--- src/design/ifeb_pkg.sv ---
// Package for the interrupt flag and enable bank
package ifeb_pkg;

  // Register byte addresses
  localparam logic [7:0] ADDR_FLAG = 8'h00;
  localparam logic [7:0] ADDR_ENABLE = 8'h04;
  localparam logic [7:0] ADDR_IRQ_STATUS = 8'h08;
  localparam logic [7:0] ADDR_IRQ_ENABLE = 8'h0c;
  localparam logic [7:0] ADDR_IRQ_CLEAR = 8'h10;
  localparam logic [7:0] ADDR_PART_CFG = 8'h14;

  // Flag bank two bit positions
  localparam int FLG_SERIAL2_ERR = 0;
  localparam int FLG_SERIAL2_EVT = 1;
  localparam int FLG_CAN_RX = 2;
  localparam int FLG_CAN_EVT = 3;
  localparam int FLG_XFER3 = 4;
  localparam int FLG_PARALLEL = 13;
  localparam int FLG_XFER4 = 14;
  localparam logic [15:0] FLAG_IMPL_MASK = 16'h601f;
  localparam logic [15:0] CAN_FLAG_MASK = 16'h000c;

  // Enable bank one bit positions
  localparam int EN_CAPTURE8 = 7;
  localparam int EN_COMPARE3 = 9;
  localparam logic [15:0] ENABLE_IMPL_MASK = 16'hffdf;

  // Values after reset
  localparam logic [15:0] FLAG_RESET = 16'h0000;
  localparam logic [15:0] ENABLE_RESET = 16'h0000;
  localparam logic [1:0] IRQ_RESET = 2'h0;

  // Sticky bus-side events
  localparam int EV_FLAG_REQ = 0;
  localparam int EV_ENABLE_REQ = 1;

  typedef struct packed {
    logic [15:0] flag_req;
    logic [15:0] enable_req;
  } ifeb_req_t;

endpackage : ifeb_pkg

--- src/design/ifeb_sync.sv ---
// Two-stage synchroniser bank for source event lines
`timescale 1ns/1ps
`default_nettype none
module ifeb_sync #(
  parameter int WIDTH = 16
) (
  // Clock and reset
  input wire logic clk,
  input wire logic rst_n,
  // Lines
  input wire logic [WIDTH-1:0] async_in,
  output logic [WIDTH-1:0] sync_out
);

  logic [WIDTH-1:0] stage_a;

  always_ff @(posedge clk) begin
    if (!rst_n) begin
      stage_a <= '0;
      sync_out <= '0;
    end else begin
      stage_a <= async_in;
      sync_out <= stage_a;
    end
  end

endmodule : ifeb_sync
`default_nettype wire

--- src/design/ifeb_top.sv ---
// Interrupt flag and enable bank with APB slave
// Behaviour
// Flag bits read 1 after their request occurred, read/write by software, reset 0.
// Enable bit 1 enables its source request; 0 disables; reset 0.
// Without CAN controller, CAN event and receive requests stay disabled.
// Capture channel 8 enable sits at enable bit 7.
// Compare channel 3 enable sits at enable bit 9.
// Event sets flag until software writes 0; request needs flag and enable (flag_req here takes the flag alone, no enable); unimplemented read 0.
//
// The APB interface to the registers and the placing of the registers were decided locally.
`timescale 1ns/1ps
`default_nettype none
module ifeb_top (
  // Clock and reset
  input wire logic clk,
  input wire logic rst_n,
  // APB slave
  input wire logic psel,
  input wire logic penable,
  input wire logic pwrite,
  input wire logic [7:0] paddr,
  input wire logic [31:0] pwdata,
  output logic [31:0] prdata,
  output logic pready,
  output logic pslverr,
  // Source events, asynchronous
  input wire logic [15:0] flag_event,
  input wire logic [15:0] enable_src_event,
  // Requests to the core
  output ifeb_pkg::ifeb_req_t core_req,
  // Bus interrupt
  output logic irq
);

  logic [15:0] flag_event_s;
  logic [15:0] en_src_s;
  logic [15:0] flag_status_bank_two;
  logic [15:0] enable_control_bank_one;
  logic [15:0] enable_src_pending;
  logic can_present;
  logic [1:0] irq_status;
  logic [1:0] irq_enable;
  logic bus_wr;
  logic setup_rd;
  logic addr_ok;
  logic flag_wr;
  logic enable_wr;
  logic irq_enable_wr;
  logic irq_clear_wr;
  logic cfg_wr;
  logic [15:0] next_flag;
  logic [15:0] flag_gate;
  logic [15:0] next_flag_req;
  logic [15:0] next_enable_req;
  logic [1:0] new_ev;
  logic [31:0] rd_word;

  // Flag bank sources
  ifeb_sync #(.WIDTH(16)) u_sync_flag (
    .clk(clk),
    .rst_n(rst_n),
    .async_in(flag_event),
    .sync_out(flag_event_s)
  );

  // Enable bank sources
  ifeb_sync #(.WIDTH(16)) u_sync_en (
    .clk(clk),
    .rst_n(rst_n),
    .async_in(enable_src_event),
    .sync_out(en_src_s)
  );

  // Zero wait states: the access phase is always the last cycle
  assign bus_wr = psel && penable && pwrite;
  assign setup_rd = psel && !penable && !pwrite;

  // Writes land at the access edge; unmapped addresses hit no strobe
  assign flag_wr = bus_wr && paddr == ifeb_pkg::ADDR_FLAG;
  assign enable_wr = bus_wr && paddr == ifeb_pkg::ADDR_ENABLE;
  assign irq_enable_wr = bus_wr && paddr == ifeb_pkg::ADDR_IRQ_ENABLE;
  assign irq_clear_wr = bus_wr && paddr == ifeb_pkg::ADDR_IRQ_CLEAR;
  assign cfg_wr = bus_wr && paddr == ifeb_pkg::ADDR_PART_CFG;

  always_comb begin
    unique case (paddr)
      ifeb_pkg::ADDR_FLAG, ifeb_pkg::ADDR_ENABLE, ifeb_pkg::ADDR_IRQ_STATUS,
      ifeb_pkg::ADDR_IRQ_ENABLE, ifeb_pkg::ADDR_IRQ_CLEAR, ifeb_pkg::ADDR_PART_CFG: addr_ok = 1'b1;
      default: addr_ok = 1'b0;
    endcase
  end

  // One flag cell per bit; a source event beats a same-cycle write of 0
  for (genvar gi = 0; gi < 16; gi++) begin : g_flag
    if (ifeb_pkg::FLAG_IMPL_MASK[gi]) begin : g_impl
      assign next_flag[gi] = flag_event_s[gi] || (flag_wr ? pwdata[gi] : flag_status_bank_two[gi]);
    end else begin : g_unimpl
      assign next_flag[gi] = 1'b0;
    end
  end

  always_ff @(posedge clk) begin
    if (!rst_n) begin
      flag_status_bank_two <= ifeb_pkg::FLAG_RESET;
    end else begin
      flag_status_bank_two <= next_flag;
    end
  end

  // Enable bank, bit 5 unimplemented
  always_ff @(posedge clk) begin
    if (!rst_n) begin
      enable_control_bank_one <= ifeb_pkg::ENABLE_RESET;
    end else if (enable_wr) begin
      enable_control_bank_one <= pwdata[15:0] & ifeb_pkg::ENABLE_IMPL_MASK;
    end
  end

  // Enable-bank sources latch here; their flags live elsewhere, so no clear
  always_ff @(posedge clk) begin
    if (!rst_n) begin
      enable_src_pending <= '0;
    end else begin
      enable_src_pending <= (enable_src_pending | en_src_s) & ifeb_pkg::ENABLE_IMPL_MASK;
    end
  end

  // Part option: CAN controller present; reset leaves it absent
  always_ff @(posedge clk) begin
    if (!rst_n) begin
      can_present <= 1'b0;
    end else if (cfg_wr) begin
      can_present <= pwdata[0];
    end
  end

  // CAN requests stay off while the controller is absent
  always_comb begin
    flag_gate = 16'hffff;
    if (!can_present) begin
      flag_gate = ~ifeb_pkg::CAN_FLAG_MASK;
    end
    next_flag_req = flag_status_bank_two & flag_gate;
    next_enable_req = enable_src_pending & enable_control_bank_one;
  end

  // Status events fire when a request word leaves the all-quiet state
  always_comb begin
    new_ev = '0;
    new_ev[ifeb_pkg::EV_FLAG_REQ] = |next_flag_req && !(|core_req.flag_req);
    new_ev[ifeb_pkg::EV_ENABLE_REQ] = |next_enable_req && !(|core_req.enable_req);
  end

  always_ff @(posedge clk) begin
    if (!rst_n) begin
      core_req <= '0;
    end else begin
      core_req.flag_req <= next_flag_req;
      core_req.enable_req <= next_enable_req;
    end
  end

  // Sticky status: set wins over clear
  always_ff @(posedge clk) begin
    if (!rst_n) begin
      irq_status <= ifeb_pkg::IRQ_RESET;
    end else if (irq_clear_wr) begin
      irq_status <= (irq_status & ~pwdata[1:0]) | new_ev;
    end else begin
      irq_status <= irq_status | new_ev;
    end
  end

  always_ff @(posedge clk) begin
    if (!rst_n) begin
      irq_enable <= ifeb_pkg::IRQ_RESET;
    end else if (irq_enable_wr) begin
      irq_enable <= pwdata[1:0];
    end
  end

  always_ff @(posedge clk) begin
    if (!rst_n) begin
      irq <= 1'b0;
    end else begin
      irq <= |(irq_status & irq_enable);
    end
  end

  // Read word, decoded from the setup-phase address
  always_comb begin
    unique case (paddr)
      ifeb_pkg::ADDR_FLAG: rd_word = {16'h0000, flag_status_bank_two};
      ifeb_pkg::ADDR_ENABLE: rd_word = {16'h0000, enable_control_bank_one};
      ifeb_pkg::ADDR_IRQ_STATUS: rd_word = {30'h0, irq_status};
      ifeb_pkg::ADDR_IRQ_ENABLE: rd_word = {30'h0, irq_enable};
      ifeb_pkg::ADDR_PART_CFG: rd_word = {31'h0, can_present};
      default: rd_word = '0;
    endcase
  end

  // Ready one cycle after setup
  always_ff @(posedge clk) begin
    if (!rst_n) begin
      pready <= 1'b0;
    end else begin
      pready <= psel && !penable;
    end
  end

  // Error alongside ready on an unmapped address
  always_ff @(posedge clk) begin
    if (!rst_n) begin
      pslverr <= 1'b0;
    end else begin
      pslverr <= psel && !penable && !addr_ok;
    end
  end

  // Read data stands only with ready
  always_ff @(posedge clk) begin
    if (!rst_n) begin
      prdata <= '0;
    end else begin
      prdata <= setup_rd ? rd_word : '0;
    end
  end

endmodule : ifeb_top
`default_nettype wire

--- config.mk ---
export PLATFORM = sky130hd
export DESIGN_NAME = ifeb_top
export DESIGN_NICKNAME = d
export VERILOG_FILES = /design/src/design/ifeb_pkg.sv /design/src/design/ifeb_sync.sv /design/src/design/ifeb_top.sv
export SDC_FILE = /design/constraint.sdc
export NUM_CORES = 1
export LEC_CHECK = 0
export BUFFER_PORTS_ARGS = -buffer_cell sky130_fd_sc_hd__buf_2
export CORE_ASPECT_RATIO = 2
export CORE_MARGIN = 10
export CORE_UTILIZATION = 28
export DETAILED_ROUTE_END_ITERATION = 8
export HOLD_SLACK_MARGIN = 0.05
export PLACE_DENSITY = 0.55
export REMOVE_ABC_BUFFERS = 1
export SYNTH_ARGS = -nofsm -noshare
export SYNTH_HDL_FRONTEND = slang
export SYNTH_SLANG_ARGS = --single-unit
--- constraint.sdc ---
create_clock -name clk -period 1.05 [get_ports clk]
set_input_delay 0 -clock clk [delete_from_list [all_inputs] [get_ports clk]]
set_output_delay 0 -clock clk [all_outputs]
set_load 0.1 [all_outputs]
== Word level (Yosys, flattened, before mapping) ==
Cells that the tools add are included.

* Register bits after elaboration: 181
* Bits of input ports: 77
* Output and inout port bits: 67
* Logic and storage cells: 74

* Equal/unequal tests: 5
* Muxes and demuxes: 11
* Bitwise logic cells: 8
* Reduce and logical (&&, ||, !) cells: 32

{| class="wikitable"
|+ Operators with widths
! cell !! number
|-
| $pmux W16 S5 || 1
|-
| $reduce_or A16 Y1 || 4
|-
| $and A16 B16 Y16 || 2
|-
| $eq A8 B4 Y1 const B || 2
|-
| $eq A8 B5 Y1 const B || 2
|-
| $or A16 B16 Y16 || 1
|-
| $logic_and A1 B1 Y1 || 12
|-
| $eq A8 B3 Y1 const B || 1
|-
| $logic_not A8 Y1 || 1
|-
| $mux W1 || 8
|-
| $logic_or A1 B1 Y1 || 7
|-
| $reduce_or A6 Y1 || 1
|-
| $logic_not A1 Y1 || 5
|-
| $and A2 B2 Y2 || 2
|-
| $mux W4 || 1
|-
| $or A2 B2 Y2 || 2
|-
| $mux W2 || 1
|-
| $not A2 Y2 || 1
|-
| $reduce_and A2 Y1 || 1
|-
| $reduce_or A2 Y1 || 1
|}

== Logic depth before layout (Yosys ltp) ==
Gate-level depths: netlist (run 1).

* Depth in word-level cells: 6
* Mapped depth: 5
* Mapped depth without buffers: 4

== Cells and area by module ==
From an unflattened synthesis (run 1), not the netlist that was laid out.

* Cells, all modules: 447
* Area, all modules: 4895.9 um2

{| class="wikitable"
|+ Modules (own cells, without submodules)
! module !! instances !! cells an instance !! area an instance (um2) !! sequential area each (um2)
|-
| ifeb_top || 1 || 313 || 3104.2 || 1641.6
|-
| ifeb_sync || 2 || 67 || 895.9 || 640.6
|}

== Worst setup path after synthesis (run 1) ==
No wires, ideal clock.

* Kind: register to register
* Start: register core_req[0] (netlist bit)
* End: register irq_status[1]
* Setup time: 126 ps
* Data arrival time: 1269 ps
* Data required time: 924 ps
* Slack: -344 ps
* Stages on the path, launching flop included: 4
* Path buffers: 0
* Period minus slack after synthesis: 1394 ps
* Cells stage by stage: dfxtp_1 nor4_1 nand4_1 o21ai_0

* Word-level cells in the longest chain between the ends: 5
* Elaborated cells on any way between the ends: 6
* Classes of those cells: mux: 1; bitwise: 2; reduce/logical: 3

{| class="wikitable"
|+ RTL lines
! what !! RTL line !! source
|-
| start, declared || ifeb_top.sv:30 || <nowiki>output ifeb_pkg::ifeb_req_t core_req,</nowiki>
|-
| $reduce_or A16 Y1 * || ifeb_top.sv:151 || <nowiki>new_ev[ifeb_pkg::EV_ENABLE_REQ] = |next_enable_req && !(|core_req.enable_req);</nowiki>
|-
| $logic_not A1 Y1 * || ifeb_top.sv:151 ||
|-
| $logic_and A1 B1 Y1 * || ifeb_top.sv:151 ||
|-
| $or A2 B2 Y2, on equally long branches || ifeb_top.sv:170, ifeb_top.sv:168 ||
|-
| $mux W2 * || ifeb_top.sv:167 || <nowiki>end else if (irq_clear_wr) begin</nowiki>
|-
| end signal, assigned || ifeb_top.sv:166 || <nowiki>irq_status <= ifeb_pkg::IRQ_RESET;</nowiki>
|-
| end signal, assigned || ifeb_top.sv:168 || <nowiki>irq_status <= (irq_status & ~pwdata[1:0]) | new_ev;</nowiki>
|-
| end signal, assigned || ifeb_top.sv:170 || <nowiki>irq_status <= irq_status | new_ev;</nowiki>
|-
| end, declared || ifeb_top.sv:41 || <nowiki>logic [1:0] irq_status;</nowiki>
|}

Mark *: on every way between the ends. The rest lies on a longest branch, timed or not.
A chain may end at the register's enable or synchronous reset.

== Worst setup path after layout (run 1) ==
* Start: register core_req[1] (netlist bit)
* End: register irq_status[1]

The elaborated chain is that of the path after synthesis.

==> impl_results.md, run 1 <==
* Syn avg cell area at 10.6 µm²
* Initial Util at 28.8%
* CTS tree: yes
* CP Data Arrival Time at 1.51 ns
* Clock transition at path regs at 0.05 ns
* Final Wtd Congestion at 0.882
* Max rail drop VDD at 0.00132 V
* Core Util, Final at 47.0%
* Vias after detailed routing at 3,520
* #FFs+latches synth at 126
* Number of global-route vias before repair at 3,806
* Total CTS buffers at 17
* Fin crit share at 112%
* Synth Cell Area at 4290 µm²
* Endpoints failing hold at 0
* Initial detailed-routing violation count at 182
* Overall routing resource usage at 11.6%
* Largest cells by area after synthesis: dfxtp_1 (59%), and2_1 (7.4%), buf_4 (5.1%)
* Fin worst setup slack at -0.122 ns
* Failing checks: setup timing
* RSZ-0062 raised after global routing: yes
* Static leakage at 3.07 nW
* Worst hold slack at 0.0416 ns
* Gate Count Post-Synth at 405
* Final wirelength at 12.0 mm
* Diodes inserted at 0
* Met2 usage at 20.8%
* Vias per cell at 4.34
* Die height at 195 µm
* Max cap viols at 0
* Power Density at 1680 nW/µm²
* FF-to-FF End: irq_status[1]$_SDFF_PN0_
* CP startpoint kind: register
* Initial antenna violation count at 0
* Clock Tree Root: clkbuf_16
* Fin. max-slew vios at 0
* Leading area contributor after synthesis: dfxtp_1
* Port Buffers at 89
* Antenna Violating Nets Remaining at 0
* Critical path peak fanout at 2
* Final Setup Violations at 3
* Area of the multi-input gates at 1560 µm²
* DRC violations left at 0
* Reg2reg setup slack at -0.12 ns
* Worst hold stages at 3
* Layout area overhead at 63.2%
* Routed len/inst at 14.8 µm
* Synth unique cells at 38
* Post-detailed-placement half-perimeter wirelength at 9.16 mm
* Largest net degree at the start of global routing at 57
* Met1 usage at 11.1%
* Pre-antenna DRT Iters at 5
* Status: finished, violations left
* Peak Freq at 853 MHz
* Reg2reg start: core_req[1]$_SDFF_PN0_
* Met3 Use GR at 3.48%
* Gr busiest metal: met2
* Clock Latency Late Sink at 0.41 ns
* DIE AREA at 21,000 µm²
* Clock skew at 0.00885 ns
* Setup TNS at -0.256 ns
* Clock period minus worst slack at 1.17 ns
* Clk buf depth at 2
* Die width at 107 µm
* Congestion Overflow GR at 0
* Sequential area share after synthesis at 58.9%
* Worst Path Required at 1.39 ns
* Fillers at 1,355
* # rows at 63
* Core area at 14,900 µm²
* Sink Count at 126
* Seq. cell area at 2550 µm²
* Post-synth top area share at 58.9%
* Yosys warns at 0
* First-pass GRT wire length at 18.9 mm
* Layout Nets at 681
* Layout cells sized above 1 at 36.4%
* Io pins at 144
* Min-Delay Path Class: in2reg
* Hold path endpoint: u_sync_flag.stage_a[4]$_SDFF_PN0_
* Max H-tree Level at 4
* Worst R2R Path Depth at 4
* Crit Path Category: reg2reg
* Hold Crit Start: rst_n
* CP endpoint kind: register
==> layer usage <==
layer	wire, µm	vias up
met1	4430	1640
met5	0	-
li1	-	1740
met3	523	27
met4	383	0
met2	6670	113
==> logic make-up after synthesis <==
group / synth area share (%)
buffers and inverters: 7.56
flip-flops: 58.9
AND/OR/NAND/NOR: 21.4
multiplexers: 1.55
AO/OA/AOI/OAI: 10.5
other: 0.0875
==> where the power goes <==
| group | switching [W] | internal (W) |
|---|---|---|
| combinational | 0.000744 | 0.000398 |
| sequential | 0.0000610 | 0.00492 |
| clock | 0.00211 | 0.00354 |
==> synthesized netlist by cell type <==
master,count
buf_2,4
nand2_1,28
and3_1,26
mux2i_1,4
a21boi_0,2
o21ai_2,1
buf_6,3
nand3_1,18
nand3b_1,1
clkbuf_1,11
nor4b_4,1
nor3_1,3
nor3b_1,1
and2_4,1
nor4_2,1
nor4_1,5
dfxtp_1,126
nor2b_1,4
conb_1,1
inv_1,3
a22oi_1,12
nand4_1,4
o21ai_0,16
a21boi_1,5
nor4b_1,2
and3_4,1
and2_1,51
mux4_1,1
o211ai_1,3
nor2_1,9
a221oi_1,1
a222oi_1,1
nor4_4,1
a32oi_1,1
a31oi_1,8
a21o_1,1
o21a_1,15
buf_4,29
==> flip-flops by register name (all words and copies together), names as in the netlist <==
| register | count |
|---|---|
| u_sync_flag.stage_a | 7 |
| core_req | 22 |
| pslverr | 1 |
| u_sync_flag.sync_out | 7 |
| irq_status | 2 |
| irq_enable | 2 |
| u_sync_en.stage_a | 15 |
| enable_control_bank_one | 15 |
| prdata | 15 |
| enable_src_pending | 15 |
| pready | 1 |
| flag_status_bank_two | 7 |
| can_present | 1 |
| irq | 1 |
| u_sync_en.sync_out | 15 |
==> metrics by stage <==
step | worst slack, ns | area [µm²] | instances | total power [W]
after global routing | -0.218 | 7000 | 811 | 0.0122
after global placement | -0.147 | 5920 | 740 | 0.00607
final | -0.122 | 7000 | 811 | 0.0118
after floorplan | -0.344 | 4070 | 384 | 0.00570
after detailed placement | -0.189 | 5920 | 740 | 0.00609
after CTS | -0.158 | 6970 | 814 | 0.0119
==> worst max-delay path, stage by stage (launching register included) <==
cell	delay [ns]
dfxtp_2	0.33
nor4_1	0.38
buf_4	0.18
nand4_1	0.07
o21ai_1	0.15
==> cells in the final DEF (no fill, tap or decap), types with 4 or more instances in the layout <==
master / netlist / layout
nor2b_1: 4 / 4
a22oi_1: 12 / 12
dfxtp_2: 0 / 22
mux2i_1: 4 / 4
nand4_1: 4 / 4
buf_6: 3 / 11
a31oi_1: 8 / 8
nor2_1: 9 / 9
buf_12: 0 / 41
dlygate4sd3_1: 0 / 42
and3_1: 26 / 26
nor4_1: 5 / 4
buf_2: 4 / 48
nand2_1: 28 / 28
and2_1: 51 / 51
a21boi_1: 5 / 5
conb_1: 1 / 27
nand3_1: 18 / 18
buf_4: 29 / 59
o21ai_0: 16 / 15
clkinv_4: 0 / 4
dfxtp_1: 126 / 103
clkbuf_16: 0 / 17
o21a_1: 15 / 15
==> repair_timing <==
action | CTS | global route
pin swaps | 7 | 7
hold buffers | 44 | 0
hold endpoints to repair | 54 | 0
gates resized for setup | 23 | 18
endpoints found under the setup margin | 17 | 21
buffers inserted | 1 | 2
==> how the worst max path moves through the flow <==
| stage | start | endpoint | slack (ns) | cells past startpoint |
|---|---|---|---|---|
| floorplan | core_req[0]$_SDFF_PN0_ | irq_status[1]$_SDFF_PN0_ | -0.34 | 3 |
| global placement | enable_control_bank_one[0]$_SDFFE_PN0P_ | irq_status[1]$_SDFF_PN0_ | -0.15 | 4 |
| CTS | enable_control_bank_one[0]$_SDFFE_PN0P_ | irq_status[1]$_SDFF_PN0_ | -0.16 | 4 |
| finish | core_req[1]$_SDFF_PN0_ | irq_status[1]$_SDFF_PN0_ | -0.12 | 4 |
| detailed placement | paddr[3] | enable_control_bank_one[9]$_SDFFE_PN0P_ | -0.19 | 6 |
| global route | enable_src_pending[0]$_SDFF_PN0_ | irq_status[1]$_SDFF_PN0_ | -0.22 | 4 |
==> area by class of cell <==
class                           instances  share of cell area (%)
Timing Repair Buffer                  201                    29.3
Clock inverter                         13                    2.02
Multi-Input combinational cell        255                    22.3
Tap cell                              195                    3.49
Clock buffer                           18                    6.28
Inverter                                3                   0.161
Sequential cell                       126                    36.5
Power figures use the tool's default switching activity.
==> inputs of run 2 (changes only) <==
GPL_TIMING_DRIVEN = 0   (was default)
==> run 2 against run 1 <==
  * The run still ends with setup timing left
  * Sequential power about the same
  * Clock power increased by 5.1%
  * Largest cell class unchanged
  * Via count decreased by 5.0%
  * Final cell count decreased by 6.8%
  * Utilization decreased by 4.6 points
  * Count of clock-buffer cells in the layout decreased by 1
==> impl_results.md, run 2 (same netlist as run 1, synthesis figures left out) <==
* Status: finished, violations left
* Failing checks: setup timing
* Vias per cell at 4.42 (+1.9%)
* Clock skew at 0.00666 ns (-0.00219 ns)
* CTS tree: yes
* Min-Delay Path Class: in2reg
* Port Buffers at 89 (unchanged)
* Rel. slew slack at 61.0%
* Worst setup path end: prdata[0]$_SDFF_PN0_
* Crit-path cells: mux4_2, a32oi_1, nor2_1
* Critical path peak fanout at 3 (+1)
* Clock Latency Late Sink at 0.41 ns (about the same)
* Pre-antenna DRT Iters at 4 (-1)
* Crit Path Category: reg2reg
* Hold Crit Start: paddr[6]
* Fillers at 1,401 (+3.4%)
* Initial detailed-routing violation count at 183 (+0.55%)
* Slowest stage cell on the critical path: mux4_2
* CP startpoint kind: register
* Max reg flops at 22 (unchanged)
* Final Wtd Congestion at 0.804 (-8.8%)
* Die height at 195 µm (unchanged)
* FF-to-FF End: prdata[0]$_SDFF_PN0_
* Fin area at 6300 µm² (-9.9%)
* Max cap viols at 0 (unchanged)
* Least-Margin Pin Slew at 0.585 ns
* Fin worst setup slack at -0.0892 ns (+0.0330 ns)
* Largest Register: core_req
* Overall routing resource usage at 11.1% (-0.47 points)
* Sink Count at 126 (unchanged)
* Worst path depth at 3 (-1)
* Fin cells at 756 (-6.8%)
* Worst Path Buf+Inv at 0 (-1)
* Final Setup Violations at 3 (unchanged)
* Static leakage at 2.72 nW (-11%)
* Congestion Overflow GR at 0 (unchanged)
* Cell family with most CP delay: multiplexers
* Clock period minus worst slack at 1.14 ns (-0.0330 ns)
* Critical Path Start: irq_enable[0]$_SDFFE_PN0P_
* CP Data Arrival Time at 1.43 ns (-0.08 ns)
* Reg2reg start: irq_enable[0]$_SDFFE_PN0P_
* Clk buf depth at 2 (unchanged)
* CP max stage delay at 0.47 ns (+0.09 ns)
* Placed Area at 4790 µm² (-19%)
* DRC violations left at 0 (unchanged)
* CP endpoint kind: register
* First-pass GRT wire length at 18.2 mm (-3.9%)
* Antenna Violating Nets Remaining at 0 (unchanged)
* Layout Nets at 624 (-8.4%)
* Worst Path Required at 1.34 ns (-0.05 ns)
* Fin. max-slew vios at 0 (unchanged)
* Most frequent cells in the layout: dfxtp_1 (115), and2_1 (50), buf_2 (48)
* Fin crit share at 108% (-3.1 points)
* Max H-tree Level at 4 (unchanged)
* DIE AREA at 21,000 µm² (unchanged)
* Clock Tree Root: clkbuf_16
* # rows at 63 (unchanged)
* Post-detailed-placement half-perimeter wirelength at 8.01 mm (-13%)
* RSZ-0062 raised after global routing: yes
* Endpoints failing hold at 0 (unchanged)
* Final wirelength at 12.1 mm (+0.83%)
* Initial antenna violation count at 1 (+1)
* Pre-CTS setup slack at -1.07 ns (-0.876 ns)
* Layout area overhead at 47.1%
* Initial Util at 28.8% (unchanged)
* Io pins at 144 (unchanged)
* Peak Freq at 878 MHz (+2.9%)
* Commonest non-fill, non-tap cell in the layout: dfxtp_1
* Routed len/inst at 16.0 µm (+8.2%)
* Placed cell count at 669 (-9.6%)
* Worst hold slack at 0.0959 ns (+0.0543 ns)
* Die width at 107 µm (unchanged)
* Vias after detailed routing at 3,343 (-5.0%)
* Reg2reg setup slack at -0.09 ns (+0.03 ns)
* Worst R2R Path Depth at 3 (-1)
* Setup TNS at -0.178 ns (+0.0786 ns)
* Power Density at 1910 nW/µm² (+13%)
* Max rail drop VDD at 0.00103 V (-22%)
* Clock transition at path regs at 0.06 ns (about the same)
* Layout cells sized above 1 at 27.7% (-8.7 points)
* Core area at 14,900 µm² (unchanged)
* Largest net degree at the start of global routing at 56 (-1.8%)
* Number of global-route vias before repair at 3,618 (-4.9%)
* Total CTS buffers at 17 (unchanged)
run 2: tightest hold or removal path, cell delays in order:
cell and delay (ns):
buf_2 0.14, nor3_4 0.06, nand4_1 0.10, mux2i_1 0.07, nor2b_1 0.09
run 2: timing repair:
action	in CTS	in global routing
gates cloned	1	2
endpoints found under the hold margin	60	5
gates resized for setup	86	20
endpoints found under the setup margin	57	25
hold buffers	51	1
pin swaps	7	6
setup buffers	4	0
run 2: cell type report:
cell class	count	area [µm²]	area share [%]
Inverter	3	11.3	0.179
Timing Repair Buffer	143	1300	20.7
Tap cell	195	244	3.87
Multi-Input combinational cell	256	1590	25.2
Clock inverter	15	190	3.02
Clock buffer	17	425	6.75
Sequential cell	126	2540	40.3
Antenna cell	1	2.50	0.0397
run 2: where the power goes:
group	internal, W	leakage, nW	switching (W)
clock network	0.00377	0.298	0.00218
logic	0.000350	1.39	0.000734
registers	0.00492	1.03	0.0000675
total	0.00904	2.72	0.00298
run 2: metal layers:
layer / track usage (%) / share of wire, %
met1: 10.7 / 38
met2: 20.6 / 57
met3: 3.41 / 3.6
met4: 5.06 / 1.7
met5: 0 / 0
run 2: stage by stage:
step | utilization (%) | total power (W)
final | 42.3 | 0.0120
after global routing | 42.3 | 0.0125
after CTS | 41.9 | 0.0121
after detailed placement | 32.1 | 0.00596
after global placement | 31.9 | 0.00593
after floorplan | - | 0.00570
run 2: worst min-delay path by stage:
| stage | to | slack [ns] | cells after the start |
|---|---|---|---|
| final | can_present$_SDFFE_PN0P_ | 0.1 | 5 |
| after global routing | irq_status[0]$_SDFF_PN0_ | 0.12 | 5 |
| after CTS | prdata[0]$_SDFF_PN0_ | 0.06 | 4 |
| after detailed placement | u_sync_en.stage_a[12]$_SDFF_PN0_ | 0.21 | 2 |
| after global placement | u_sync_en.stage_a[15]$_SDFF_PN0_ | 0.21 | 2 |
| after floorplan | enable_src_pending[0]$_SDFF_PN0_ | 0.12 | 1 |
